File: src/verilog/irq_ctl_pkg.sv
package irq_ctl_pkg;

   // Peripheral-file addresses
   localparam logic [15:0] ADDR_LEVEL_CTL_ZERO  = 16'h0100;
   localparam logic [15:0] ADDR_LEVEL_CTL_ONE   = 16'h0101;
   localparam logic [15:0] ADDR_EDGE_SELECT     = 16'h0102;
   localparam logic [15:0] ADDR_TIMER_EXT_CTL   = 16'h0103;
   localparam logic [15:0] ADDR_EXT_I2C_CTL     = 16'h0104;

   // Bit positions shared by several registers
   localparam int BIT_EN0 = 0;
   localparam int BIT_FL0 = 1;
   localparam int BIT_EN1 = 2;
   localparam int BIT_FL1 = 3;
   localparam int BIT_EN2 = 4;
   localparam int BIT_FL2 = 5;
   localparam int BIT_EN3 = 6;
   localparam int BIT_FL3 = 7;
   localparam int BIT_EDGE_FIVE  = 0;
   localparam int BIT_EDGE_ONE   = 1;
   localparam int BIT_EDGE_THREE = 2;
   localparam int STATUS_GIE_BIT = 4;

   localparam logic [7:0] REG_RESET = 8'h00;
   localparam int         NUM_PINS  = 3;
   localparam int         NUM_LEVELS = 5;

   // Pin index order within the pin vector
   localparam int PIN_ONE   = 0;
   localparam int PIN_THREE = 1;
   localparam int PIN_FIVE  = 2;

   // Peripheral-file access from the core
   typedef struct packed {
      logic        wr;
      logic        rd;
      logic [15:0] addr;
      logic [7:0]  wdata;
   } pf_req_type;

   // Internal peripheral request pulses
   typedef struct packed {
      logic display;
      logic timer_a;
      logic timer_b;
      logic timer_c;
      logic i2c_master;
      logic i2c_slave;
      logic i2c_master_clear;
      logic i2c_slave_clear;
   } periph_evt_type;

endpackage : irq_ctl_pkg

File: src/verilog/grouped_interrupt_control.sv
`timescale 1ns/1ps
module grouped_interrupt_control (
   // Clock and reset
   input  wire logic                        core_clk,
   input  wire logic                        reset_n,
   // Peripheral-file access
   input  wire irq_ctl_pkg::pf_req_type     pf_req,
   output logic [7:0]                       pf_rdata,
   // CPU status and boundary
   input  wire logic [7:0]                  cpu_status,
   input  wire logic                        instr_boundary,
   // Sources
   input  wire logic [2:0]                  ext_pins,
   input  wire irq_ctl_pkg::periph_evt_type periph_evt,
   // Requests to the CPU, one-hot by level one..five
   output logic [4:0]                       level_request
);

   logic [7:0] ctl0_reg, ctl0_next;
   logic [7:0] ctl1_reg, ctl1_next;
   logic [7:0] edge_reg, edge_next;
   logic [7:0] ctl3_reg, ctl3_next;
   logic [7:0] ctl4_reg, ctl4_next;
   logic [7:0] rdata_reg, rdata_next;
   logic [4:0] req_reg, req_next;
   logic [2:0] pin_evt;
   logic [2:0] edge_sel;
   logic [4:0] level_flag;
   logic [4:0] level_en;
   logic       gie;

   // Write-one clear decode, used for every flag except the I2C and grouped flags
   function automatic logic wclr(input irq_ctl_pkg::pf_req_type r,
                                 input logic [15:0] a, input int b);
      wclr = r.wr && (r.addr == a) && r.wdata[b];
   endfunction : wclr

   // Sticky flag: set wins over clear
   function automatic logic flag_upd(input logic cur, input logic set, input logic clr);
      flag_upd = set | (cur & ~clr);
   endfunction : flag_upd

   assign edge_sel[irq_ctl_pkg::PIN_ONE]   = edge_reg[irq_ctl_pkg::BIT_EDGE_ONE];
   assign edge_sel[irq_ctl_pkg::PIN_THREE] = edge_reg[irq_ctl_pkg::BIT_EDGE_THREE];
   assign edge_sel[irq_ctl_pkg::PIN_FIVE]  = edge_reg[irq_ctl_pkg::BIT_EDGE_FIVE];

   // Each pin is synchronised before edge detection
   genvar gi;
   generate
      for (gi = 0; gi < irq_ctl_pkg::NUM_PINS; gi++) begin : g_pin
         pin_edge_detect u_edge (
            .core_clk  (core_clk),
            .reset_n   (reset_n),
            .pin_async (ext_pins[gi]),
            .rising_sel(edge_sel[gi]),
            .edge_pulse(pin_evt[gi])
         );
      end
   endgenerate

   always_comb begin
      logic we0, we1, we2, we3, we4;
      we0 = pf_req.wr && (pf_req.addr == irq_ctl_pkg::ADDR_LEVEL_CTL_ZERO);
      we1 = pf_req.wr && (pf_req.addr == irq_ctl_pkg::ADDR_LEVEL_CTL_ONE);
      we2 = pf_req.wr && (pf_req.addr == irq_ctl_pkg::ADDR_EDGE_SELECT);
      we3 = pf_req.wr && (pf_req.addr == irq_ctl_pkg::ADDR_TIMER_EXT_CTL);
      we4 = pf_req.wr && (pf_req.addr == irq_ctl_pkg::ADDR_EXT_I2C_CTL);
      ctl0_next = ctl0_reg;
      ctl1_next = ctl1_reg;
      edge_next = edge_reg;
      ctl3_next = ctl3_reg;
      ctl4_next = ctl4_reg;
      // Enables take written data
      if (we0) begin
         ctl0_next[irq_ctl_pkg::BIT_EN0] = pf_req.wdata[irq_ctl_pkg::BIT_EN0];
         ctl0_next[irq_ctl_pkg::BIT_EN1] = pf_req.wdata[irq_ctl_pkg::BIT_EN1];
         ctl0_next[irq_ctl_pkg::BIT_EN2] = pf_req.wdata[irq_ctl_pkg::BIT_EN2];
      end
      if (we1) begin
         ctl1_next[irq_ctl_pkg::BIT_EN0] = pf_req.wdata[irq_ctl_pkg::BIT_EN0];
         ctl1_next[irq_ctl_pkg::BIT_EN1] = pf_req.wdata[irq_ctl_pkg::BIT_EN1];
      end
      if (we2) begin
         edge_next[irq_ctl_pkg::BIT_EDGE_THREE:0] =
            pf_req.wdata[irq_ctl_pkg::BIT_EDGE_THREE:0];
      end
      if (we3) begin
         ctl3_next[irq_ctl_pkg::BIT_EN0] = pf_req.wdata[irq_ctl_pkg::BIT_EN0];
         ctl3_next[irq_ctl_pkg::BIT_EN1] = pf_req.wdata[irq_ctl_pkg::BIT_EN1];
         ctl3_next[irq_ctl_pkg::BIT_EN2] = pf_req.wdata[irq_ctl_pkg::BIT_EN2];
         ctl3_next[irq_ctl_pkg::BIT_EN3] = pf_req.wdata[irq_ctl_pkg::BIT_EN3];
      end
      if (we4) begin
         ctl4_next[irq_ctl_pkg::BIT_EN0] = pf_req.wdata[irq_ctl_pkg::BIT_EN0];
         ctl4_next[irq_ctl_pkg::BIT_EN1] = pf_req.wdata[irq_ctl_pkg::BIT_EN1];
         ctl4_next[irq_ctl_pkg::BIT_EN2] = pf_req.wdata[irq_ctl_pkg::BIT_EN2];
      end
      // Sticky flags latch whatever the enables say
      ctl0_next[irq_ctl_pkg::BIT_FL0] = flag_upd(ctl0_reg[irq_ctl_pkg::BIT_FL0],
         pin_evt[irq_ctl_pkg::PIN_ONE],
         wclr(pf_req, irq_ctl_pkg::ADDR_LEVEL_CTL_ZERO, irq_ctl_pkg::BIT_FL0));
      ctl1_next[irq_ctl_pkg::BIT_FL0] = flag_upd(ctl1_reg[irq_ctl_pkg::BIT_FL0],
         periph_evt.display,
         wclr(pf_req, irq_ctl_pkg::ADDR_LEVEL_CTL_ONE, irq_ctl_pkg::BIT_FL0));
      ctl3_next[irq_ctl_pkg::BIT_FL0] = flag_upd(ctl3_reg[irq_ctl_pkg::BIT_FL0],
         periph_evt.timer_a,
         wclr(pf_req, irq_ctl_pkg::ADDR_TIMER_EXT_CTL, irq_ctl_pkg::BIT_FL0));
      ctl3_next[irq_ctl_pkg::BIT_FL1] = flag_upd(ctl3_reg[irq_ctl_pkg::BIT_FL1],
         periph_evt.timer_b,
         wclr(pf_req, irq_ctl_pkg::ADDR_TIMER_EXT_CTL, irq_ctl_pkg::BIT_FL1));
      ctl3_next[irq_ctl_pkg::BIT_FL2] = flag_upd(ctl3_reg[irq_ctl_pkg::BIT_FL2],
         pin_evt[irq_ctl_pkg::PIN_THREE],
         wclr(pf_req, irq_ctl_pkg::ADDR_TIMER_EXT_CTL, irq_ctl_pkg::BIT_FL2));
      ctl3_next[irq_ctl_pkg::BIT_FL3] = flag_upd(ctl3_reg[irq_ctl_pkg::BIT_FL3],
         periph_evt.timer_c,
         wclr(pf_req, irq_ctl_pkg::ADDR_TIMER_EXT_CTL, irq_ctl_pkg::BIT_FL3));
      ctl4_next[irq_ctl_pkg::BIT_FL0] = flag_upd(ctl4_reg[irq_ctl_pkg::BIT_FL0],
         pin_evt[irq_ctl_pkg::PIN_FIVE],
         wclr(pf_req, irq_ctl_pkg::ADDR_EXT_I2C_CTL, irq_ctl_pkg::BIT_FL0));
      // I2C flags ignore writes here; the I2C unit clears them
      ctl4_next[irq_ctl_pkg::BIT_FL1] = flag_upd(ctl4_reg[irq_ctl_pkg::BIT_FL1],
         periph_evt.i2c_master, periph_evt.i2c_master_clear);
      ctl4_next[irq_ctl_pkg::BIT_FL2] = flag_upd(ctl4_reg[irq_ctl_pkg::BIT_FL2],
         periph_evt.i2c_slave, periph_evt.i2c_slave_clear);
      // Grouped flags mirror their sub-flags, so they clear with them
      ctl0_next[irq_ctl_pkg::BIT_FL1] = ctl3_next[irq_ctl_pkg::BIT_FL0]
                                      | ctl3_next[irq_ctl_pkg::BIT_FL1];
      ctl0_next[irq_ctl_pkg::BIT_FL2] = ctl3_next[irq_ctl_pkg::BIT_FL2]
                                      | ctl3_next[irq_ctl_pkg::BIT_FL3];
      ctl1_next[irq_ctl_pkg::BIT_FL1] = ctl4_next[irq_ctl_pkg::BIT_FL0]
                                      | ctl4_next[irq_ctl_pkg::BIT_FL1]
                                      | ctl4_next[irq_ctl_pkg::BIT_FL2];
      // Unused bits stay zero
      ctl0_next[irq_ctl_pkg::BIT_FL3:irq_ctl_pkg::BIT_EN3] = 2'h0;
      ctl1_next[irq_ctl_pkg::BIT_FL3:irq_ctl_pkg::BIT_EN2] = 4'h0;
      edge_next[irq_ctl_pkg::BIT_FL3:irq_ctl_pkg::BIT_FL1] = 5'h00;
      ctl4_next[irq_ctl_pkg::BIT_FL3:irq_ctl_pkg::BIT_EN3] = 2'h0;
   end

   // Level view for requests; sub-enables qualify each sub-flag
   always_comb begin
      level_flag[0] = ctl0_reg[irq_ctl_pkg::BIT_FL0];
      level_flag[1] = (ctl3_reg[irq_ctl_pkg::BIT_FL0] & ctl3_reg[irq_ctl_pkg::BIT_EN0])
                    | (ctl3_reg[irq_ctl_pkg::BIT_FL1] & ctl3_reg[irq_ctl_pkg::BIT_EN1]);
      level_flag[2] = (ctl3_reg[irq_ctl_pkg::BIT_FL2] & ctl3_reg[irq_ctl_pkg::BIT_EN2])
                    | (ctl3_reg[irq_ctl_pkg::BIT_FL3] & ctl3_reg[irq_ctl_pkg::BIT_EN3]);
      level_flag[3] = ctl1_reg[irq_ctl_pkg::BIT_FL0];
      level_flag[4] = (ctl4_reg[irq_ctl_pkg::BIT_FL0] & ctl4_reg[irq_ctl_pkg::BIT_EN0])
                    | (ctl4_reg[irq_ctl_pkg::BIT_FL1] & ctl4_reg[irq_ctl_pkg::BIT_EN1])
                    | (ctl4_reg[irq_ctl_pkg::BIT_FL2] & ctl4_reg[irq_ctl_pkg::BIT_EN2]);
      level_en[0] = ctl0_reg[irq_ctl_pkg::BIT_EN0];
      level_en[1] = ctl0_reg[irq_ctl_pkg::BIT_EN1];
      level_en[2] = ctl0_reg[irq_ctl_pkg::BIT_EN2];
      level_en[3] = ctl1_reg[irq_ctl_pkg::BIT_EN0];
      level_en[4] = ctl1_reg[irq_ctl_pkg::BIT_EN1];
   end

   assign gie = cpu_status[irq_ctl_pkg::STATUS_GIE_BIT];

   // Lowest level number wins; request changes at a boundary, or clears off one when gie is low
   always_comb begin
      logic [4:0] pend;
      pend = level_flag & level_en & {irq_ctl_pkg::NUM_LEVELS{gie}};
      req_next = req_reg;
      if (instr_boundary) begin
         req_next = pend & (~pend + 5'h01);
      end else if (!gie) begin
         req_next = 5'h00;
      end
   end

   // Reads return live enables and flags
   always_comb begin
      rdata_next = 8'h00;
      if (pf_req.rd) begin
         unique case (pf_req.addr)
            irq_ctl_pkg::ADDR_LEVEL_CTL_ZERO: rdata_next = ctl0_reg;
            irq_ctl_pkg::ADDR_LEVEL_CTL_ONE:  rdata_next = ctl1_reg;
            irq_ctl_pkg::ADDR_EDGE_SELECT:    rdata_next = edge_reg;
            irq_ctl_pkg::ADDR_TIMER_EXT_CTL:  rdata_next = ctl3_reg;
            irq_ctl_pkg::ADDR_EXT_I2C_CTL:    rdata_next = ctl4_reg;
            default:                          rdata_next = 8'h00;
         endcase
      end
   end

   always_ff @(posedge core_clk or negedge reset_n) begin
      if (!reset_n) begin
         ctl0_reg  <= irq_ctl_pkg::REG_RESET;
         ctl1_reg  <= irq_ctl_pkg::REG_RESET;
         edge_reg  <= irq_ctl_pkg::REG_RESET;
         ctl3_reg  <= irq_ctl_pkg::REG_RESET;
         ctl4_reg  <= irq_ctl_pkg::REG_RESET;
         rdata_reg <= 8'h00;
         req_reg   <= 5'h00;
      end else begin
         ctl0_reg  <= ctl0_next;
         ctl1_reg  <= ctl1_next;
         edge_reg  <= edge_next;
         ctl3_reg  <= ctl3_next;
         ctl4_reg  <= ctl4_next;
         rdata_reg <= rdata_next;
         req_reg   <= req_next;
      end
   end

   assign pf_rdata      = rdata_reg;
   assign level_request = req_reg;

   property p_set_wins;
      @(posedge core_clk) disable iff (!reset_n)
      periph_evt.timer_a |=> ctl3_reg[irq_ctl_pkg::BIT_FL0];
   endproperty
   a_set_wins: assert property (p_set_wins) else $error("timer a event lost");

   property p_clear_one;
      @(posedge core_clk) disable iff (!reset_n)
      (wclr(pf_req, irq_ctl_pkg::ADDR_LEVEL_CTL_ZERO, irq_ctl_pkg::BIT_FL0)
       && !pin_evt[irq_ctl_pkg::PIN_ONE]) |=> !ctl0_reg[irq_ctl_pkg::BIT_FL0];
   endproperty
   a_clear_one: assert property (p_clear_one) else $error("ext one flag not cleared");

   property p_zero_keeps;
      @(posedge core_clk) disable iff (!reset_n)
      (pf_req.wr && pf_req.addr == irq_ctl_pkg::ADDR_TIMER_EXT_CTL
       && !pf_req.wdata[irq_ctl_pkg::BIT_FL1] && ctl3_reg[irq_ctl_pkg::BIT_FL1])
      |=> ctl3_reg[irq_ctl_pkg::BIT_FL1];
   endproperty
   a_zero_keeps: assert property (p_zero_keeps) else $error("zero write cleared flag");

   property p_level_two;
      @(posedge core_clk) disable iff (!reset_n)
      (periph_evt.timer_a || periph_evt.timer_b) |=> ctl0_reg[irq_ctl_pkg::BIT_FL1];
   endproperty
   a_level_two: assert property (p_level_two) else $error("level two flag mismatch");

   property p_level_five;
      @(posedge core_clk) disable iff (!reset_n)
      periph_evt.i2c_slave |=> ctl1_reg[irq_ctl_pkg::BIT_FL1];
   endproperty
   a_level_five: assert property (p_level_five) else $error("level five not set");

   property p_i2c_no_wclr;
      @(posedge core_clk) disable iff (!reset_n)
      (ctl4_reg[irq_ctl_pkg::BIT_FL1] && !periph_evt.i2c_master_clear)
      |=> ctl4_reg[irq_ctl_pkg::BIT_FL1];
   endproperty
   a_i2c_no_wclr: assert property (p_i2c_no_wclr) else $error("i2c flag cleared");

   property p_gie_gate;
      @(posedge core_clk) disable iff (!reset_n)
      (instr_boundary && !gie) |=> (level_request == 5'h00);
   endproperty
   a_gie_gate: assert property (p_gie_gate) else $error("request without gie");

   property p_onehot;
      @(posedge core_clk) disable iff (!reset_n)
      $onehot0(level_request);
   endproperty
   a_onehot: assert property (p_onehot) else $error("multiple levels requested");

   property p_zero_bits;
      @(posedge core_clk) disable iff (!reset_n)
      ctl0_reg[irq_ctl_pkg::BIT_FL3:irq_ctl_pkg::BIT_EN3] == 2'h0;
   endproperty
   a_zero_bits: assert property (p_zero_bits) else $error("reserved bits set");

endmodule : grouped_interrupt_control

File: src/verilog/pin_edge_detect.sv
`timescale 1ns/1ps
module pin_edge_detect (
   // Clock and reset
   input  wire logic core_clk,
   input  wire logic reset_n,
   // Pin and selection
   input  wire logic pin_async,
   input  wire logic rising_sel,
   // Event
   output logic      edge_pulse
);

   logic       sync1_reg;
   logic       sync2_reg;
   logic       prev_reg;
   logic       pulse_next;
   logic       pulse_reg;
   logic [2:0] armed_reg;

   // Zero-cross pins have no debounce; noise here makes repeated events
   // Held off until prev holds a real sample, so reset makes no false edge
   always_comb begin
      pulse_next = armed_reg[2]
                 & (rising_sel ? (sync2_reg & ~prev_reg) : (~sync2_reg & prev_reg));
   end

   always_ff @(posedge core_clk or negedge reset_n) begin
      if (!reset_n) begin
         sync1_reg <= 1'b0;
         sync2_reg <= 1'b0;
         prev_reg  <= 1'b0;
         pulse_reg <= 1'b0;
         armed_reg <= 3'h0;
      end else begin
         armed_reg <= {armed_reg[1:0], 1'b1};
         sync1_reg <= pin_async;
         sync2_reg <= sync1_reg;
         prev_reg  <= sync2_reg;
         pulse_reg <= pulse_next;
      end
   end

   assign edge_pulse = pulse_reg;

endmodule : pin_edge_detect
File: config.mk
export PLATFORM = sky130hd
export DESIGN_NAME = grouped_interrupt_control
export DESIGN_NICKNAME = d
export VERILOG_FILES = /design/src/verilog/irq_ctl_pkg.sv /design/src/verilog/grouped_interrupt_control.sv /design/src/verilog/pin_edge_detect.sv
export SDC_FILE = /design/constraint.sdc
export NUM_CORES = 1
export LEC_CHECK = 0
export ABC_AREA = 1
export BUFFER_PORTS_ARGS = -buffer_cell sky130_fd_sc_hd__buf_2
export CAP_MARGIN = 20
export CORE_UTILIZATION = 32
export CTS_CLUSTER_DIAMETER = 80
export CTS_CLUSTER_SIZE = 25
export DETAILED_ROUTE_END_ITERATION = 12
export GPL_TIMING_DRIVEN = 0
export SETUP_SLACK_MARGIN = 0.1
export SYNTH_ARGS = -nofsm -noshare
export SYNTH_HDL_FRONTEND = slang
export SYNTH_SLANG_ARGS = --single-unit
File: constraint.sdc
create_clock -name core_clk -period 1.7 [get_ports core_clk]
set_clock_uncertainty 0.15 [all_clocks]
set_input_delay 0.17 -clock core_clk [delete_from_list [all_inputs] [get_ports core_clk]]
set_output_delay 0.17 -clock core_clk [all_outputs]
set_load 0.03 [all_outputs]
==> run metrics <==
status completed; vias in the first global route 1886; Hold Crit Class in -> reg; top post-synthesis cells by area dfrtp_1, nand2_1, nand3_1; I/O Pins 61; leading area contributor after synthesis dfrtp_1; core area 0.007331 mm²; Hold Path Depth 4; CP startpoint kind input port; top layer in use met4; fin. max-slew vios 0; Mapped Cells 266; largest family of logic cells by synthesized area simple AND/OR/NAND/NOR gates; Rows 31; area of the die 0.008042 mm²; f_max 676.0 MHz; worst hold slack 0.02310 ns; fill count 714; Yosys top cell area share 55.95%; Starting DRT DRC Count 81; Avg Cell Area, Syn 9.248 µm²; Seq/Total Area, Yosys 55.95%; initial antenna violation count 0; Syn Nets 314; Area Growth Syn to Fin 28.74%; ant diodes 0; minimum clock period 1.479 ns; vias per cell 4.537; global-route wire length before repair 8859 µm; Worst-path clk slew 0.10 ns; Netlist Area Pre-Place 0.002460 mm²; drt drc 0; number of cells on the worst reg-to-reg path 3; cts repair resizes 0; fin cells 445; pre-CTS WS 0.1483 ns; aggregate global-route resource usage 14.50%; CP max FO 2; Initial Util 33.56%; multiplexer share of the synthesized area 0%; Reg-to-Reg Start ctl4_reg[5]; compound-gate portion of the synthesized area 8.952%; final setup fails 0; Relative slew margins 64.24%; worst path required time 1.79 ns; Tot Pwr 2.437 mW; worst-margin pin slew 0.5364 ns; Setup crit end kind flip-flop; crit-path max cell delay 0.57 ns; arrival time at the worst endpoint 1.57 ns; Yosys cell types 24; most common cell in the synthesized netlist dfrtp_1; CTS H-Tree Depth 2; Routed WL 5278 µm; First-pass DRT Iterations 4; pwr/cell area 769.5 mW/mm²; FF-to-FF setup slack 0.33 ns; Synth Area in Adders 0%; Yosys reg bits 55; Synth Area in Simple Gates 28.94%; largest net degree at the start of global routing 34; Placed Cells 419; WHS Endpoint ctl3_reg[3]; RSZ-0062 raised after global routing no; Post-DP HPWL 4054 µm; async set or reset register ratio after synthesis 100.0%; peak supply drop 0.0003126 V; die width 89.68 µm; Die H 89.68 µm; gr ovfl total 0; clock latency on the worst-skew pair 0.31 ns; Post-synth EDFFs 0; Synth warnings 0; XOR/XNOR Fraction of Synth Area 0%; routability cong. 0.8201; Main synth FF type dfrtp_1; setup TNS 0 ns; CTS Buffer Depth 2; kind of critical path in -> reg; remaining antenna violation count 0; crit share post-route 87.01%; leakage 1.624 nW; share of cells above drive strength 1 25.72%; total clock sinks 55; Hold Startpoint pf_req[3]; commonest cells in the netlist dfrtp_1, nand2_1, inv_1, nand3_1; PnR worst setup slack 0.2208 ns; fin nets 393; Setup Buffers After CTS 0; Slowest-stage cell, CP dlygate4sd3_1; total CTS buffers 5; input/output buffers 53; met3 wire len 222 µm; Worst R2R End ctl4_reg[5]; M1 WL 2433 µm; DR WL/cell 11.86 µm; root buf cell clkbuf_8; detailed-route via count 2019; Max-cap violations 0; critical path's most frequent cell dlygate4sd3_1; Final Hold Viols 0; TritonCTS clock tree built; met2 wire length 2566 µm; cell chain of the critical path dlygate4sd3_1 > buf_2 > o21bai_1 > dlygate4sd3_1
## per-layer routing
layer | vias up | track usage (%)
li1 | 1017 | -
met1 | 947 | 18.48
met2 | 49 | 25.21
met3 | 6 | 2.834
met4 | 0 | 3.752
met5 | - | 0
## logic make-up after synthesis
logic type	Yosys count
other	1
and+or+nand+nor	137
DFF	55
buffers and inverters	35
AOI/OAI and AO/OA	38
## worst max path at each step
stage | start | end | slack [ns] | depth (start not counted)
final | periph_evt[0] | ctl4_reg[5] | 0.22 | 4
after global routing | periph_evt[0] | ctl4_reg[5] | 0.17 | 4
after CTS | periph_evt[0] | ctl4_reg[5] | 0.25 | 4
after detailed placement | pf_req[15] | ctl0_reg[1] | 0.15 | 8
after global placement | pf_req[23] | ctl0_reg[3] | 0.18 | 8
after floorplan | pf_req[15] | ctl0_reg[1] | 0.40 | 7
## report_power, final
part / switching [mW] / leakage [nW] / internal, mW
logic: 0.111 / 0.932 / 0.0877
registers: 0.0110 / 0.631 / 1.33
clock network: 0.418 / 0.0612 / 0.477
total: 0.540 / 1.62 / 1.90
## cell usage in the layout (no fill, tap or decap)
| master | instances |
|---|---|
| nand3b_1 | 3 |
| bufinv_16 | 1 |
| conb_1 | 1 |
| nor2_8 | 2 |
| buf_6 | 2 |
| o31ai_1 | 1 |
| nor3_1 | 3 |
| a21o_1 | 2 |
| nand2_1 | 54 |
| nor2_2 | 3 |
| o211ai_1 | 1 |
| o21ai_1 | 3 |
| dfrtp_1 | 55 |
| buf_12 | 1 |
| clkbuf_8 | 6 |
| nand2_4 | 4 |
| buf_2 | 54 |
| nand2_2 | 4 |
| a21oi_1 | 3 |
| a21oi_2 | 4 |
| nand4_1 | 5 |
| dlygate4sd3_1 | 18 |
| clkinv_2 | 1 |
| o21ai_0 | 22 |
| nor2_1 | 22 |
| nand3_1 | 30 |
| o21bai_1 | 2 |
| nor2_4 | 7 |
| inv_1 | 32 |
## worst max-delay path: cells and delay by family
family | cells | cell delay (ns)
buffers and inverters | 3 | 1.23
AOI/OAI and AO/OA | 1 | 0.17
## repair_timing
action	4_1_cts	5_1_grt
setup endpoints to repair	0	0
hold endpoints to repair	44	0
hold buffers	18	0
## layout make-up
cell class	instances	area [µm²]	area share, %
inverters	32	120.1	3.793
flip-flops and latches	55	1376	43.46
plain buffers	3	27.53	0.8692
clock buffers	6	82.58	2.608
clock inverters	2	35.03	1.106
well taps	99	123.9	3.912
multi-input cells	176	935.9	29.55
repair buffers	72	465.4	14.70
## through the flow
step                      utilization (%)  instance area, µm²
final                               43.20                3167
after global routing                43.20                3167
after CTS                           43.20                3167
after floorplan                         -                2460
after global placement              38.86                2849
after detailed placement            39.14                2869
(Power assumes the default switching activity.)
